## config.mk

```make
export PLATFORM = sky130hd
export DESIGN_NAME = lsc_top
export DESIGN_NICKNAME = d
export VERILOG_FILES = /design/src/pkg/lsc_pkg.sv /design/src/design/lsc_top.sv
export SDC_FILE = /design/constraint.sdc
export NUM_CORES = 1
export LEC_CHECK = 0
export BUFFER_PORTS_ARGS = -buffer_cell sky130_fd_sc_hd__buf_2
export CAP_MARGIN = 20
export CORE_MARGIN = 10
export CORE_UTILIZATION = 61
export CTS_BUF_LIST = sky130_fd_sc_hd__clkbuf_2 sky130_fd_sc_hd__clkbuf_4 sky130_fd_sc_hd__clkbuf_8
export CTS_CLUSTER_DIAMETER = 120
export DETAILED_ROUTE_END_ITERATION = 16
export HOLD_SLACK_MARGIN = 0.05
export PLACE_DENSITY = 0.92
export SYNTH_ARGS = -nofsm -noshare
export SYNTH_HDL_FRONTEND = slang
export SYNTH_SLANG_ARGS = --single-unit
```

## constraint.sdc

```tcl
create_clock -name pclk -period 2.9 [get_ports pclk]
set_input_delay 0.58 -clock pclk [delete_from_list [all_inputs] [get_ports pclk]]
set_output_delay 0.58 -clock pclk [all_outputs]
set_load 0.005 [all_outputs]
```

## src/pkg/lsc_pkg.sv

```systemverilog
// constants and carriers of the line supervision control block
package lsc_pkg;

    // ********************************************************
    // register indices (byte address is four times the index)
    // ********************************************************
    localparam logic [7:0] LSC_IDX_AUTO   = 8'h43;
    localparam logic [7:0] LSC_IDX_STATUS = 8'h44;
    localparam logic [7:0] LSC_IDX_LCDB   = 8'h45;
    localparam logic [7:0] LSC_IDX_RTDB   = 8'h46;
    localparam logic [7:0] LSC_IDX_FEED_CURRENT_CODE   = 8'h47;
    localparam logic [7:0] LSC_IDX_LINE   = 8'h48;
    localparam logic [7:0] LSC_IDX_IRQST  = 8'h49;
    localparam logic [7:0] LSC_IDX_IRQMSK = 8'h4A;

    // ********************************************************
    // reset values
    // ********************************************************
    localparam logic [6:0] LSC_RST_AUTO = 7'h00;
    localparam logic [6:0] LSC_RST_LCDB = 7'h0A;
    localparam logic [6:0] LSC_RST_RTDB = 7'h0A;
    localparam logic [2:0] LSC_RST_FEED_CURRENT_CODE = 3'h0;
    localparam logic [2:0] LSC_RST_MASK = 3'h0;

    // ********************************************************
    // field positions
    // ********************************************************
    localparam int LSC_ST_RAW     = 2;
    localparam int LSC_ST_RT      = 1;
    localparam int LSC_ST_LC      = 0;
    localparam int LSC_LINE_ACT   = 4;
    localparam int LSC_IRQ_PALARM = 2;
    localparam int LSC_IRQ_RT     = 1;
    localparam int LSC_IRQ_LC     = 0;

    // ********************************************************
    // linefeed state codes
    // ********************************************************
    localparam logic [2:0] LSC_LS_OPEN    = 3'h0;
    localparam logic [2:0] LSC_LS_FWD_ACT = 3'h1;
    localparam logic [2:0] LSC_LS_RINGING = 3'h4;
    localparam logic [2:0] LSC_LS_REV_ACT = 3'h5;

    // ********************************************************
    // timing
    // ********************************************************
    localparam int LSC_CLK_NS  = 50;
    localparam int LSC_TICK_NS = 1_250_000;
    localparam int LSC_TICK_CYC = LSC_TICK_NS / LSC_CLK_NS;

    // automatic/manual control fields
    typedef struct packed {
        logic common_mode_manual;
        logic differential_manual;
        logic speedup_enable;
        logic battery_auto_switch;
        logic ring_trip_auto_active;
        logic loop_closure_auto_active;
        logic power_alarm_auto_open;
    } lsc_ctrl_s;

endpackage

```

## src/design/lsc_top.sv

```systemverilog
// line supervision control: registers, debounce and automatic line state
// Behaviour
// - control bit 6 set makes the common-mode voltage follow its value.
// - control bit 5 set makes the differential voltage follow on-hook value.
// - control bit 4 enables automatic speed-up when set, disables it clear.
// - control bit 3 on the battery variant switches to low battery off-hook in an active state.
// - control bit 2 moves the line from ringing to active on a debounced ring trip.
// - control bit 1 moves the line to active on a debounced loop closure.
// - control bit 0 forces the line open on a power alarm.
// - status bit 2 shows the raw detector, 0 while the threshold is exceeded.
// - status bit 1 reads 1 once a debounced ring trip has occurred.
// - status bit 0 reads 1 once a debounced loop closure has occurred.
// - a 7-bit loop-closure interval sets steady time in 1.25 ms steps.
// - a 7-bit ring-trip interval sets steady time in 1.25 ms steps.
// - a 3-bit code selects feed current from 20 mA up in 3 mA steps.
// - unused upper bits of these registers read as zero.
// - automatic moves change the actual state, never the requested one.
//
// Design decision made here: the APB interface to the registers.
`timescale 1ns/1ns
`default_nettype none
module lsc_top
    import lsc_pkg::*;
#(
    parameter int TICK_CYCLES     = LSC_TICK_CYC,
    parameter bit BATTERY_VARIANT = 1'b1
)(
    // apb slave
    input  wire logic        pclk,
    input  wire logic        presetn,
    input  wire logic        psel,
    input  wire logic        penable,
    input  wire logic        pwrite,
    input  wire logic [11:0] paddr,
    input  wire logic [31:0] pwdata,
    output logic      [31:0] prdata,
    output logic             pready,
    output logic             pslverr,
    // analog side
    input  wire logic        raw_detect_level,
    input  wire logic        power_alarm,
    // linefeed controls
    output logic             common_mode_manual,
    output logic             differential_manual,
    output logic             speedup_enable,
    output logic             low_battery_select,
    output logic      [2:0]  feed_current_code,
    output logic      [2:0]  actual_line_state,
    // interrupt
    output logic             irq
);

    // ********************************************************
    // declarations
    // ********************************************************
    lsc_ctrl_s   ctrl_r;
    logic [6:0]  lcdb_r;
    logic [6:0]  rtdb_r;
    logic [2:0]  requested_line_state_r;
    logic [2:0]  irq_st_r;
    logic [2:0]  irq_msk_r;
    logic [1:0]  raw_sync_r;
    logic [1:0]  alarm_sync_r;
    logic        raw_r;
    logic        raw_d_r;
    logic        alarm_d_r;
    logic [15:0] tick_cnt_r;
    logic        tick_r;
    logic [6:0]  db_cnt_r [2];
    logic [1:0]  flt_r;
    logic [1:0]  flt_d_r;
    logic [6:0]  ival [2];
    logic [7:0]  idx;
    logic        setup;
    logic        access;
    logic        wr_acc;
    logic        mapped;
    logic        alarm_rise;
    logic        rt_rise;
    logic        lc_rise;
    logic [2:0]  irq_evt;
    logic [2:0]  rd_clr_r;
    logic [31:0] rd_nxt;

    // ********************************************************
    // apb decode
    // ********************************************************
    // one zero-wait access: data are prepared in the setup cycle
    assign idx    = paddr[9:2];
    assign setup  = psel & ~penable;
    assign access = psel & penable & pready;
    assign wr_acc = access & pwrite & ~pslverr;
    assign mapped = (paddr[11:10] == 2'b00) && (paddr[1:0] == 2'b00)
                    && (idx >= LSC_IDX_AUTO) && (idx <= LSC_IDX_IRQMSK);

    // read mux
    always_comb
    begin
        rd_nxt = 32'h0000_0000;
        unique case (idx)
            LSC_IDX_AUTO:   rd_nxt[6:0] = ctrl_r;
            LSC_IDX_STATUS: rd_nxt[2:0] = {raw_r, flt_r[1], flt_r[0]};
            LSC_IDX_LCDB:   rd_nxt[6:0] = lcdb_r;
            LSC_IDX_RTDB:   rd_nxt[6:0] = rtdb_r;
            LSC_IDX_FEED_CURRENT_CODE:   rd_nxt[2:0] = feed_current_code;
            LSC_IDX_LINE:   rd_nxt[6:0] = {actual_line_state, 1'b0,
                                           requested_line_state_r};
            LSC_IDX_IRQST:  rd_nxt[2:0] = irq_st_r;
            LSC_IDX_IRQMSK: rd_nxt[2:0] = irq_msk_r;
            default:        rd_nxt = 32'h0000_0000;
        endcase
    end

    // answer registers, valid in the access cycle
    always_ff @(posedge pclk or negedge presetn)
    begin
        if (!presetn)
        begin
            pready   <= 1'b0;
            pslverr  <= 1'b0;
            prdata   <= 32'h0000_0000;
            rd_clr_r <= 3'h0;
        end
        else
        begin
            pready   <= setup;
            pslverr  <= setup & ~mapped;
            prdata   <= (setup & ~pwrite & mapped) ? rd_nxt : 32'h0000_0000;
            // only bits actually returned get cleared
            rd_clr_r <= (setup & ~pwrite & mapped & (idx == LSC_IDX_IRQST))
                        ? irq_st_r : 3'h0;
        end
    end

    // ********************************************************
    // software registers
    // ********************************************************
    always_ff @(posedge pclk or negedge presetn)
    begin
        if (!presetn)
        begin
            ctrl_r            <= LSC_RST_AUTO;
            lcdb_r            <= LSC_RST_LCDB;
            rtdb_r            <= LSC_RST_RTDB;
            feed_current_code <= LSC_RST_FEED_CURRENT_CODE;
            irq_msk_r         <= LSC_RST_MASK;
        end
        else if (wr_acc)
        begin
            if (idx == LSC_IDX_AUTO)
                ctrl_r <= pwdata[6:0];
            if (idx == LSC_IDX_LCDB)
                lcdb_r <= pwdata[6:0];
            if (idx == LSC_IDX_RTDB)
                rtdb_r <= pwdata[6:0];
            if (idx == LSC_IDX_FEED_CURRENT_CODE)
                feed_current_code <= pwdata[2:0];
            if (idx == LSC_IDX_IRQMSK)
                irq_msk_r <= pwdata[2:0];
        end
    end

    // mode outputs mirror the control register
    always_ff @(posedge pclk or negedge presetn)
    begin
        if (!presetn)
        begin
            common_mode_manual  <= 1'b0;
            differential_manual <= 1'b0;
            speedup_enable      <= 1'b0;
        end
        else
        begin
            common_mode_manual  <= ctrl_r.common_mode_manual;
            differential_manual <= ctrl_r.differential_manual;
            speedup_enable      <= ctrl_r.speedup_enable;
        end
    end

    // low battery only on the selecting variant, off-hook in an active state
    always_ff @(posedge pclk or negedge presetn)
    begin
        if (!presetn)
            low_battery_select <= 1'b0;
        else
            low_battery_select <= BATTERY_VARIANT
                & ctrl_r.battery_auto_switch & flt_r[0]
                & ((actual_line_state == LSC_LS_FWD_ACT)
                   | (actual_line_state == LSC_LS_REV_ACT));
    end

    // ********************************************************
    // input synchronisers and tick
    // ********************************************************
    // raw idles high (threshold not exceeded), giving status 0x04
    always_ff @(posedge pclk or negedge presetn)
    begin
        if (!presetn)
        begin
            raw_sync_r   <= 2'b11;
            alarm_sync_r <= 2'b00;
            raw_d_r      <= 1'b1;
            alarm_d_r    <= 1'b0;
        end
        else
        begin
            raw_sync_r   <= {raw_sync_r[0], raw_detect_level};
            alarm_sync_r <= {alarm_sync_r[0], power_alarm};
            raw_d_r      <= raw_r;
            alarm_d_r    <= alarm_sync_r[1];
        end
    end
    assign raw_r      = raw_sync_r[1];
    assign alarm_rise = alarm_sync_r[1] & ~alarm_d_r;

    // 1.25 ms tick divider
    always_ff @(posedge pclk or negedge presetn)
    begin
        if (!presetn)
        begin
            tick_cnt_r <= 16'h0000;
            tick_r     <= 1'b0;
        end
        else if (tick_cnt_r == 16'(TICK_CYCLES - 1))
        begin
            tick_cnt_r <= 16'h0000;
            tick_r     <= 1'b1;
        end
        else
        begin
            tick_cnt_r <= tick_cnt_r + 16'h0001;
            tick_r     <= 1'b0;
        end
    end

    // ********************************************************
    // debounce, channel 0 loop closure, channel 1 ring trip
    // ********************************************************
    assign ival[0] = lcdb_r;
    assign ival[1] = rtdb_r;

    for (genvar g = 0; g < 2; g++)
    begin : g_db
        // tick granularity: first step may be short by up to one tick
        always_ff @(posedge pclk or negedge presetn)
        begin
            if (!presetn)
            begin
                db_cnt_r[g] <= 7'h00;
                flt_r[g]    <= 1'b0;
            end
            else if (raw_r != raw_d_r)
                db_cnt_r[g] <= 7'h00;
            else if (flt_r[g] != ~raw_r)
            begin
                // filtered result moves after steady time
                if (db_cnt_r[g] >= ival[g])
                begin
                    flt_r[g]    <= ~raw_r;
                    db_cnt_r[g] <= 7'h00;
                end
                else if (tick_r && db_cnt_r[g] != 7'h7F)
                    db_cnt_r[g] <= db_cnt_r[g] + 7'h01;
            end
            else
                db_cnt_r[g] <= 7'h00;
        end
    end

    always_ff @(posedge pclk or negedge presetn)
    begin
        if (!presetn)
            flt_d_r <= 2'b00;
        else
            flt_d_r <= flt_r;
    end
    assign lc_rise = flt_r[0] & ~flt_d_r[0];
    assign rt_rise = flt_r[1] & ~flt_d_r[1];

    // ********************************************************
    // linefeed state
    // ********************************************************
    always_ff @(posedge pclk or negedge presetn)
    begin
        if (!presetn)
            requested_line_state_r <= LSC_LS_OPEN;
        else if (wr_acc && idx == LSC_IDX_LINE)
            requested_line_state_r <= pwdata[2:0];
    end

    // alarm outranks detections, detections outrank a software write
    always_ff @(posedge pclk or negedge presetn)
    begin
        if (!presetn)
            actual_line_state <= LSC_LS_OPEN;
        else if (ctrl_r.power_alarm_auto_open && alarm_rise)
            actual_line_state <= LSC_LS_OPEN;
        else if (ctrl_r.ring_trip_auto_active && rt_rise
                 && actual_line_state == LSC_LS_RINGING)
            actual_line_state <= LSC_LS_FWD_ACT;
        else if (ctrl_r.loop_closure_auto_active && lc_rise
                 && actual_line_state != LSC_LS_REV_ACT)
            actual_line_state <= LSC_LS_FWD_ACT;
        else if (wr_acc && idx == LSC_IDX_LINE)
            actual_line_state <= pwdata[2:0];
    end

    // ********************************************************
    // interrupts
    // ********************************************************
    assign irq_evt[LSC_IRQ_PALARM] = alarm_rise;
    assign irq_evt[LSC_IRQ_RT]     = rt_rise;
    assign irq_evt[LSC_IRQ_LC]     = lc_rise;

    // a new event beats the read clear in the same cycle
    always_ff @(posedge pclk or negedge presetn)
    begin
        if (!presetn)
            irq_st_r <= 3'h0;
        else
            irq_st_r <= (irq_st_r & ~(access ? rd_clr_r : 3'h0)) | irq_evt;
    end

    always_ff @(posedge pclk or negedge presetn)
    begin
        if (!presetn)
            irq <= 1'b0;
        else
            irq <= |(irq_st_r & irq_msk_r);
    end
endmodule
`default_nettype wire

```

==> Word-level counts from Yosys, hierarchy flattened <==
Cells that the tools add are included.
{ "word_totals": {"regBits": 94, "ramBits": 0, "elab_cells": 130, "mem_count": 0, "rom_bits": 0, "inputBits": 51, "output_inout_bits": 45, "latch_bits": 0} }
{ "classes": {"n_shift": 0, "div": 0, "mux": 19, "eq_ne": 20, "mul": 0, "reduce_logical": 22, "addsub": 3, "order_cmp": 4, "n_bitwise": 28} }
{ "op_table": {"columns": ["op", "count"], "rows": [
  ["8-bit by 7-bit equality test with 1-bit output (second input constant)", 8],
  ["7-bit two-way mux", 9],
  ["3-bit case mux with 8 select lines", 1],
  ["3-bit two-way mux", 6],
  ["16-bit by 1-bit adder with 16-bit output (second input constant)", 1],
  ["16-bit by 15-bit equality test with 1-bit output (second input constant)", 1],
  ["16-bit two-way mux", 1],
  ["4-bit case mux with 4 select lines", 1],
  ["7-bit by 1-bit adder with 7-bit output (second input constant)", 2],
  ["1-bit AND", 14],
  ["7-bit greater-or-equal comparator", 2],
  ["7-bit inequality test (second input constant)", 2],
  ["1-bit logical AND", 11],
  ["2-bit AND reduction", 5],
  ["1-bit NOT", 9],
  ["8-bit by 7-bit greater-or-equal comparator with 1-bit output (second input constant)", 1],
  ["8-bit by 7-bit <= comparator with 1-bit output (second input constant)", 1],
  ["4-bit by 2-bit inequality test with 1-bit output (second input constant)", 2],
  ["3-bit AND", 2],
  ["3-bit equality test (second input constant)", 2],
  ["3-bit AND reduction", 2],
  ["2-bit logical NOT", 2],
  ["4-bit nonzero test", 1],
  ["3-bit by 1-bit equality test with 1-bit output (second input constant)", 1],
  ["other kinds (7)", 9]
]} }

==> Logic depth before layout (Yosys ltp) <==
Gate-level depths: netlist of the first run.
{ "logic_depth": {"ltp_word": 9, "mapped_depth": 6, "mapped_depth_nobuf": 6} }

==> Worst setup path before layout of the first run <==
Ideal clock, no wire load.
{ "synth_path": {"path_type": "input-to-reg", "startpoint": "in paddr[9]", "endpoint": "reg ctrl_r[0] in the netlist's numbering", "n_path_buf": 1, "path_slack_ps": 989, "stages": 5, "t_arrival_ps": 1787, "setup_ps": 125, "t_required_ps": 2775, "path_cell_list": "nor4b_2 -> buf_2 -> and4_1 -> nand2_1 -> mux2_2"} }
{ "synth_between": {"elab_chain_cells": 2} }
{ "synth_lines": {"columns": ["element", "line", "text"], "rows": [
  ["start, declared", "lsc_top.sv:34", "input wire logic [11:0] paddr,"],
  ["8-bit by 7-bit equality test with 1-bit output", "lsc_top.sv:150", "if (idx == LSC_IDX_AUTO)"],
  ["2-bit AND reduction (no line)", null, null],
  ["end signal, assigned", "lsc_top.sv:151", "ctrl_r <= pwdata[6:0];"],
  ["end, declared", "lsc_top.sv:56", "lsc_ctrl_s ctrl_r;"]
]} }
No other way between the ends.
A chain may end at the register's enable or synchronous reset.

==> Worst setup path in the final report of the first run <==
{ "layout_path": {"startpoint": "reg pready", "endpoint": "reg rtdb_r[2]"} }
{ "layout_between": {"elab_chain_cells": 4} }
{ "layout_lines": {"columns": ["element", "line", "text"], "rows": [
  ["start, declared", "lsc_top.sv:37", "output logic pready,"],
  ["start signal, assigned", "lsc_top.sv:126", "pready <= setup;"],
  ["1-bit AND", "lsc_top.sv:91", "assign access = psel & penable & pready;"],
  ["1-bit AND (2 in a row)", "lsc_top.sv:92", "assign wr_acc = access & pwrite & ~pslverr;"],
  ["2-bit AND reduction (no line)", null, null],
  ["end signal, assigned", "lsc_top.sv:155", "rtdb_r <= pwdata[6:0];"],
  ["end, declared", "lsc_top.sv:58", "logic [6:0] rtdb_r;"]
]} }
No other way between the ends.

==> results of run 1 <==
-- cell families after synthesis --
family	after synthesis	synth area share [%]
XOR/XNOR	18	3.31
multiplexers	36	8.96
adder cells (fa/ha/maj)	17	4.47
AO/OA/AOI/OAI	75	10.6
AND/OR/NAND/NOR	137	16.4
buffers and inverters	57	6.55
flip-flops	94	49.6
other	1	0.0788
-- placed cells by master (no fill, tap or decap), drive strengths merged, types with 9 or more instances in the layout --
cell type	count
buf	48
o21ai	19
a21oi	14
and3	12
and4	9
mux2	30
ha	17
clkbuf	11
nand4	11
inv	27
nand3	21
nor2	29
xnor2	11
dfrtp	87
nand2	18
and2	9
conb	25
-- flip-flops by register name, summed over array words and instances, names as in the netlist, 3 cells and up --
signal	count
tick_cnt_r	16
ctrl_r	7
lcdb_r	7
feed_current_code	3
actual_line_state	3
prdata	7
requested_line_state_r	3
rtdb_r	7
irq_msk_r	3
db_cnt_r	14
rd_clr_r	3
irq_st_r	3
-- power groups by stage --
stage	clock network [W]	registers, W	logic, W
floorplan	0	0.00136	0.0000785
global placement	0	0.00136	0.000116
detailed placement	0	0.00137	0.000121
CTS	0.000942	0.00134	0.000122
global route	0.00100	0.00134	0.000137
finish	0.000933	0.00134	0.000123
-- worst paths after layout --
path | startpoint | end | cells past startpoint
worst max-delay path | pready | rtdb_r[2] | 4
worst min-delay path | presetn | alarm_d_r | 1
worst max register to register | pready | rtdb_r[2] | 4
worst min register to register | alarm_sync_r[0] | alarm_sync_r[1] | 0
max in group asynchronous | presetn | rtdb_r[1] | 2
min in group pclk | raw_detect_level | raw_sync_r[0] | 1
-- metal layers --
metal	GRT usage, %	wire, µm	up-vias
met2	31.7	5260	151
met5	0	0	-
li1	-	-	1637
met4	9.13	325	0
met3	5.18	946	30
met1	20.7	4080	1714
-- critical path, delay by kind of cell, from the launching register on --
kind	cells	cell delay, ns
multiplexers	1	0.41
AND/OR/NAND/NOR	3	1.23
flip-flops	1	0.35
-- per-stage QoR --
| stage | power (W) | instances |
|---|---|---|
| after floorplan | 0.00144 | 459 |
| after global placement | 0.00148 | 577 |
| after detailed placement | 0.00149 | 577 |
| after CTS | 0.00240 | 593 |
| after global routing | 0.00248 | 593 |
| final | 0.00240 | 593 |
-- layout make-up --
cell class	instances	area share (%)
clock buffer	11	2.90
clock inverter	5	1.22
inverter	25	1.80
multi-input combinational	308	41.7
sequential	94	45.2
tap	102	2.44
timing repair buffer	48	4.79
==> results.yml, run 1 <==
synth:
  synth_area_leaders: "dfrtp_1 46%, mux2_2 6.9%, ha_1 4.5%"
  yosysSeqAreaShare_pct: 49.6
  synthArstFlopShare_pct: 100
  ys_types: 57
  synth_most_common_cell: "dfrtp_1"
  ys_seq_elements: 94
  yosysTopAreaCell: "dfrtp_1"
  syn_area_per_cell_um2: 10.9
  yosysTopAreaCellShare_pct: 45.7
  ys.flop_type: "dfrtp_1"
  yosysWarningCount: 0
  synth_edf_count: 0
  synth_commonest_cells: "87 x dfrtp_1, 29 x mux2_2, 29 x nor2_1, 25 x buf_4, 25 x inv_1"
  postSynthCellCount: 435
  syn-cell-area_um2: 4760
global_routing:
  grt_overflow: 0
  grt_util_all_layers_pct: 18.5
  grt_max_degree: 55
  antenna_found_initial: 0
  grt_pass1_wl_um: 17300
  grt_pass1_vias: 3576
layout:
  stdcell_area_um2: 5230
  nFillCells: 574
  multi_input_area_um2: 2180
  antenna_cells: 0
  drive_gt1_share_pct: 22.4
  nNetsFinal: 554
  register_area_um2: 2360
  syn_to_final_growth_pct: 9.78
  fin_util_pct: 68.3
sta:
  fin_crit_sh_pct: 73.2
  skew_ns: 0.0135
  worst_pin_slew_ns: 0.644
  fin_tns_setup_ns: 0
  whs_ns: 0.234
  final-setup-viol-count: 0
  hold_viol_final: 0
  maxSlewHeadroom_pct: 57.0
  min_period_ns: 2.12
  worst_slack_ns: 0.778
  rsz0062_at_grt: "false"
  fmax_mhz: 471
  drv_slew: 0
pwr:
  switching_share_pct: 24.0
  p_sw_w: 0.000575
  vdd.ir_drop.worst_mv: 0.329
  p_seq_share_pct: 55.9
  clkPwrFrac_pct: 38.9
  power_density_nw_per_um2: 458
  power.share.combinational_pct: 5.1
  power.leakage_nw: 2.49
  p_int_w: 0.00182
worst_hold_path:
  hold_path_class: "input pin to asynchronous set/reset pin"
worst_setup_path:
  crit_chain: "nand3_1, nor3b_2, nand3_1, mux2_2"
  crit_type: "flop to flop"
  critPathMaxFanout: 10
  critPathCaptureType: "flop"
  ff2ff_setup_slack_ns: 0.78
  slowest_delay_ns: 0.58
  cp_slowest_cell: "nor3b_2"
  start_kind: "flop"
  crit_arrival_ns: 2.37
  required_ns: 3.15
  cpMostUsedCell: "nand3_1"
clocking:
  htree_levels: 3
  cts.path.max_buffers: 2
  cts_tree: "done"
  root_buffer: "clkbuf_8"
  clkTransAtPathRegs_ns: 0.10
  clk_latency_ns: 0.37
  cts_sinks: 94
  cts_resized: 0
  cts_setup_buffers: 0
  cts_hold_buf: 0
  tritoncts.num_buffers: 9
floorplan:
  die_w_um: 108
  core_area_um2: 7650
  die_area_um2: 11700
  start_util_pct: 62.2
  die_y_um: 108
  rows: 32
  io_pins: 96
route:
  ant_nets: 0
  finalWirelength_um: 10600
  dr.pass1.iters: 5
  drc: 0
  vias_per_cell: 5.96
  drt_iter0_drc: 183
  vias: 3532
  detail_route.wl_per_cell_um: 17.9
place:
  pre_cts_ws_ns: 0.491
  place_area_um2: 5010
  port_buffers: 45
  place_hpwl_um: 7820
  globalplace.congestion: 0.924
flow_run:
  maxCapViolCount: 0
run_status:
  outcome: "complete, no violations"
(Power assumes the default switching activity.)
==> inputs of run 2 (changes only) <==
--- a/config.mk
+++ b/config.mk
@@ -8,12 +8,12 @@
 export BUFFER_PORTS_ARGS = -buffer_cell sky130_fd_sc_hd__buf_2
 export CAP_MARGIN = 20
 export CORE_MARGIN = 10
-export CORE_UTILIZATION = 61
+export CORE_UTILIZATION = 52
 export CTS_BUF_LIST = sky130_fd_sc_hd__clkbuf_2 sky130_fd_sc_hd__clkbuf_4 sky130_fd_sc_hd__clkbuf_8
 export CTS_CLUSTER_DIAMETER = 120
 export DETAILED_ROUTE_END_ITERATION = 16
 export HOLD_SLACK_MARGIN = 0.05
-export PLACE_DENSITY = 0.92
+export PLACE_DENSITY = 0.84
 export SYNTH_ARGS = -nofsm -noshare
 export SYNTH_HDL_FRONTEND = slang
 export SYNTH_SLANG_ARGS = --single-unit
==> constraint.sdc (replaced) <==
create_clock -name pclk -period 1.8 [get_ports pclk]
set_input_delay 0.36 -clock pclk [delete_from_list [all_inputs] [get_ports pclk]]
set_output_delay 0.36 -clock pclk [all_outputs]
set_load 0.005 [all_outputs]
==> results.yml, run 2 (synthesized netlist as in run 1, its figures left out) <==
flow_run:
  maxCapViolCount: 0
clocking:
  root_buffer: "clkbuf_8"
  tritoncts.num_buffers: 9
  clkTransAtPathRegs_ns: 0.09
  cts_tree: "done"
  htree_levels: 3
  cts.path.max_buffers: 2
  cts_sinks: 94
  clk_latency_ns: 0.36
route:
  vias_per_cell: 5.67
  detail_route.wl_per_cell_um: 17.3
  vias: 3543
  finalWirelength_um: 10800
  drt_iter0_drc: 213
  ant_nets: 0
  drc: 0
  dr.pass1.iters: 4
layout:
  stdcell_area_um2: 5490
  final_common_cell: "dfrtp_1"
  antenna_cells: 0
  largest_reg_flops: 16
  fin_util_pct: 62.3
  final_cell_mix: "87 x dfrtp_1, 44 x buf_2, 29 x nor2_1, 29 x mux2_2, 28 x buf_4"
  nNetsFinal: 580
  syn_to_final_growth_pct: 15.3
  top_register: "tick_cnt_r"
  nFillCells: 710
  top_regs: "tick_cnt_r x16, db_cnt_r x14"
  drive_gt1_share_pct: 27.3
worst_setup_path:
  ff2ff_setup_slack_ns: 0.1
  required_ns: 2.08
  crit_chain: "inv_1, ha_1, a21o_1, a31oi_2, o211ai_1, buf_4, nor3_1"
  crit_arrival_ns: 1.98
  critPathCaptureType: "flop"
  critPathMaxFanout: 7
  cp_slowest_cell: "dfstp_2"
  crit_type: "flop to flop"
  start_kind: "flop"
  slowest_delay_ns: 0.55
floorplan:
  die_y_um: 116
  core_area_um2: 8810
  rows: 34
  io_pins: 96
  die_area_um2: 13400
  start_util_pct: 54.0
  die_w_um: 116
sta:
  min_period_ns: 1.70
  hold_viol_final: 0
  rsz0062_at_grt: "false"
  fmax_mhz: 587
  fin_tns_setup_ns: 0
  drv_slew: 0
  fin_crit_sh_pct: 94.6
  skew_ns: 0.0157
  final-setup-viol-count: 0
run_status:
  outcome: "complete, no violations"
pwr:
  power.leakage_nw: 2.63
  vdd.ir_drop.worst_mv: 0.323
  p_total_w: 0.00394
  power_density_nw_per_um2: 717
place:
  port_buffers: 45
  place_hpwl_um: 7920
  place_area_um2: 5190
  globalplace.congestion: 0.904
global_routing:
  antenna_found_initial: 0
  grt_util_all_layers_pct: 16.3
  grt_pass1_vias: 3639
  grt_pass1_wl_um: 17700
  grt_max_degree: 95
  grt_overflow: 0
worst_hold_path:
  hold_path_class: "input pin to flop"
-- run 2: cell count changes in the layout (fill, tap and decap cells not counted), moves of 2 or more --
cell / previous run / this run
clkbuf_4: 0 / 2
a31oi_2: 0 / 2
a31oi_1: 5 / 3
buf_4: 4 / 28
clkbuf_8: 11 / 9
-- run 2: critical path, delay by kind of cell, from the launching register on --
family | cells | cell delay [ns]
AOI/OAI and AO/OA | 3 | 0.49
DFF | 1 | 0.55
adders and majority gates | 1 | 0.18
buffers and inverters | 2 | 0.23
and+or+nand+nor | 1 | 0.19
-- run 2: final cells by class --
class | count | area (µm²) | share of cell area (%)
inverter | 25 | 93.8 | 1.71
clock buffer | 11 | 139 | 2.53
clock inverter | 5 | 83.8 | 1.53
sequential | 94 | 2360 | 43.0
tap | 108 | 135 | 2.46
multi-input combinational | 308 | 2210 | 40.3
timing repair buffer | 74 | 460 | 8.39
-- run 2: per-stage QoR --
step	setup slack (ns)	instances	hold slack, ns
3_3_place_gp	-0.0443	605	0.331
6_report	0.0977	625	0.0918
4_1_cts	0.0240	624	0.0798
2_1_floorplan	0.00402	459	0.0644
5_1_grt	0.00246	625	0.0823
3_5_place_dp	-0.0764	605	0.339
-- run 2: path summary, 6_finish.rpt --
kind	start	to	cells after the start
min	raw_detect_level	raw_sync_r[0]	1
min reg2reg	alarm_sync_r[0]	alarm_sync_r[1]	0
max in group asynchronous	presetn	rtdb_r[1]	3
max	rtdb_r[1]	db_cnt_r[2]	7
max reg2reg	rtdb_r[1]	db_cnt_r[2]	7
min in group asynchronous	presetn	tick_cnt_r[11]	3
-- run 2: power by group --
group | switching, W | internal (W)
Clock | 0.000742 | 0.000819
Sequential | 0.0000228 | 0.00214
Combinational | 0.000136 | 0.0000797
Total | 0.000900 | 0.00304
-- run 2: metal layers --
layer / vias up / track usage [%] / share of wire (%)
met5: - / 0 / 0
met4: 0 / 8.26 / 2.3
met3: 17 / 3.15 / 7.0
met2: 93 / 27.2 / 49
met1: 1750 / 19.7 / 42
li1: 1683 / - / -
-- run 2: timing repair --
item                                    4_1_cts  5_1_grt
gates resized for setup                       0        6
buffers inserted                              2        1
endpoints found under the hold margin        15        0
pin swaps                                     2        1
hold buffers                                  1        0
gates cloned                                  0        0
endpoints found under the setup margin        8        3
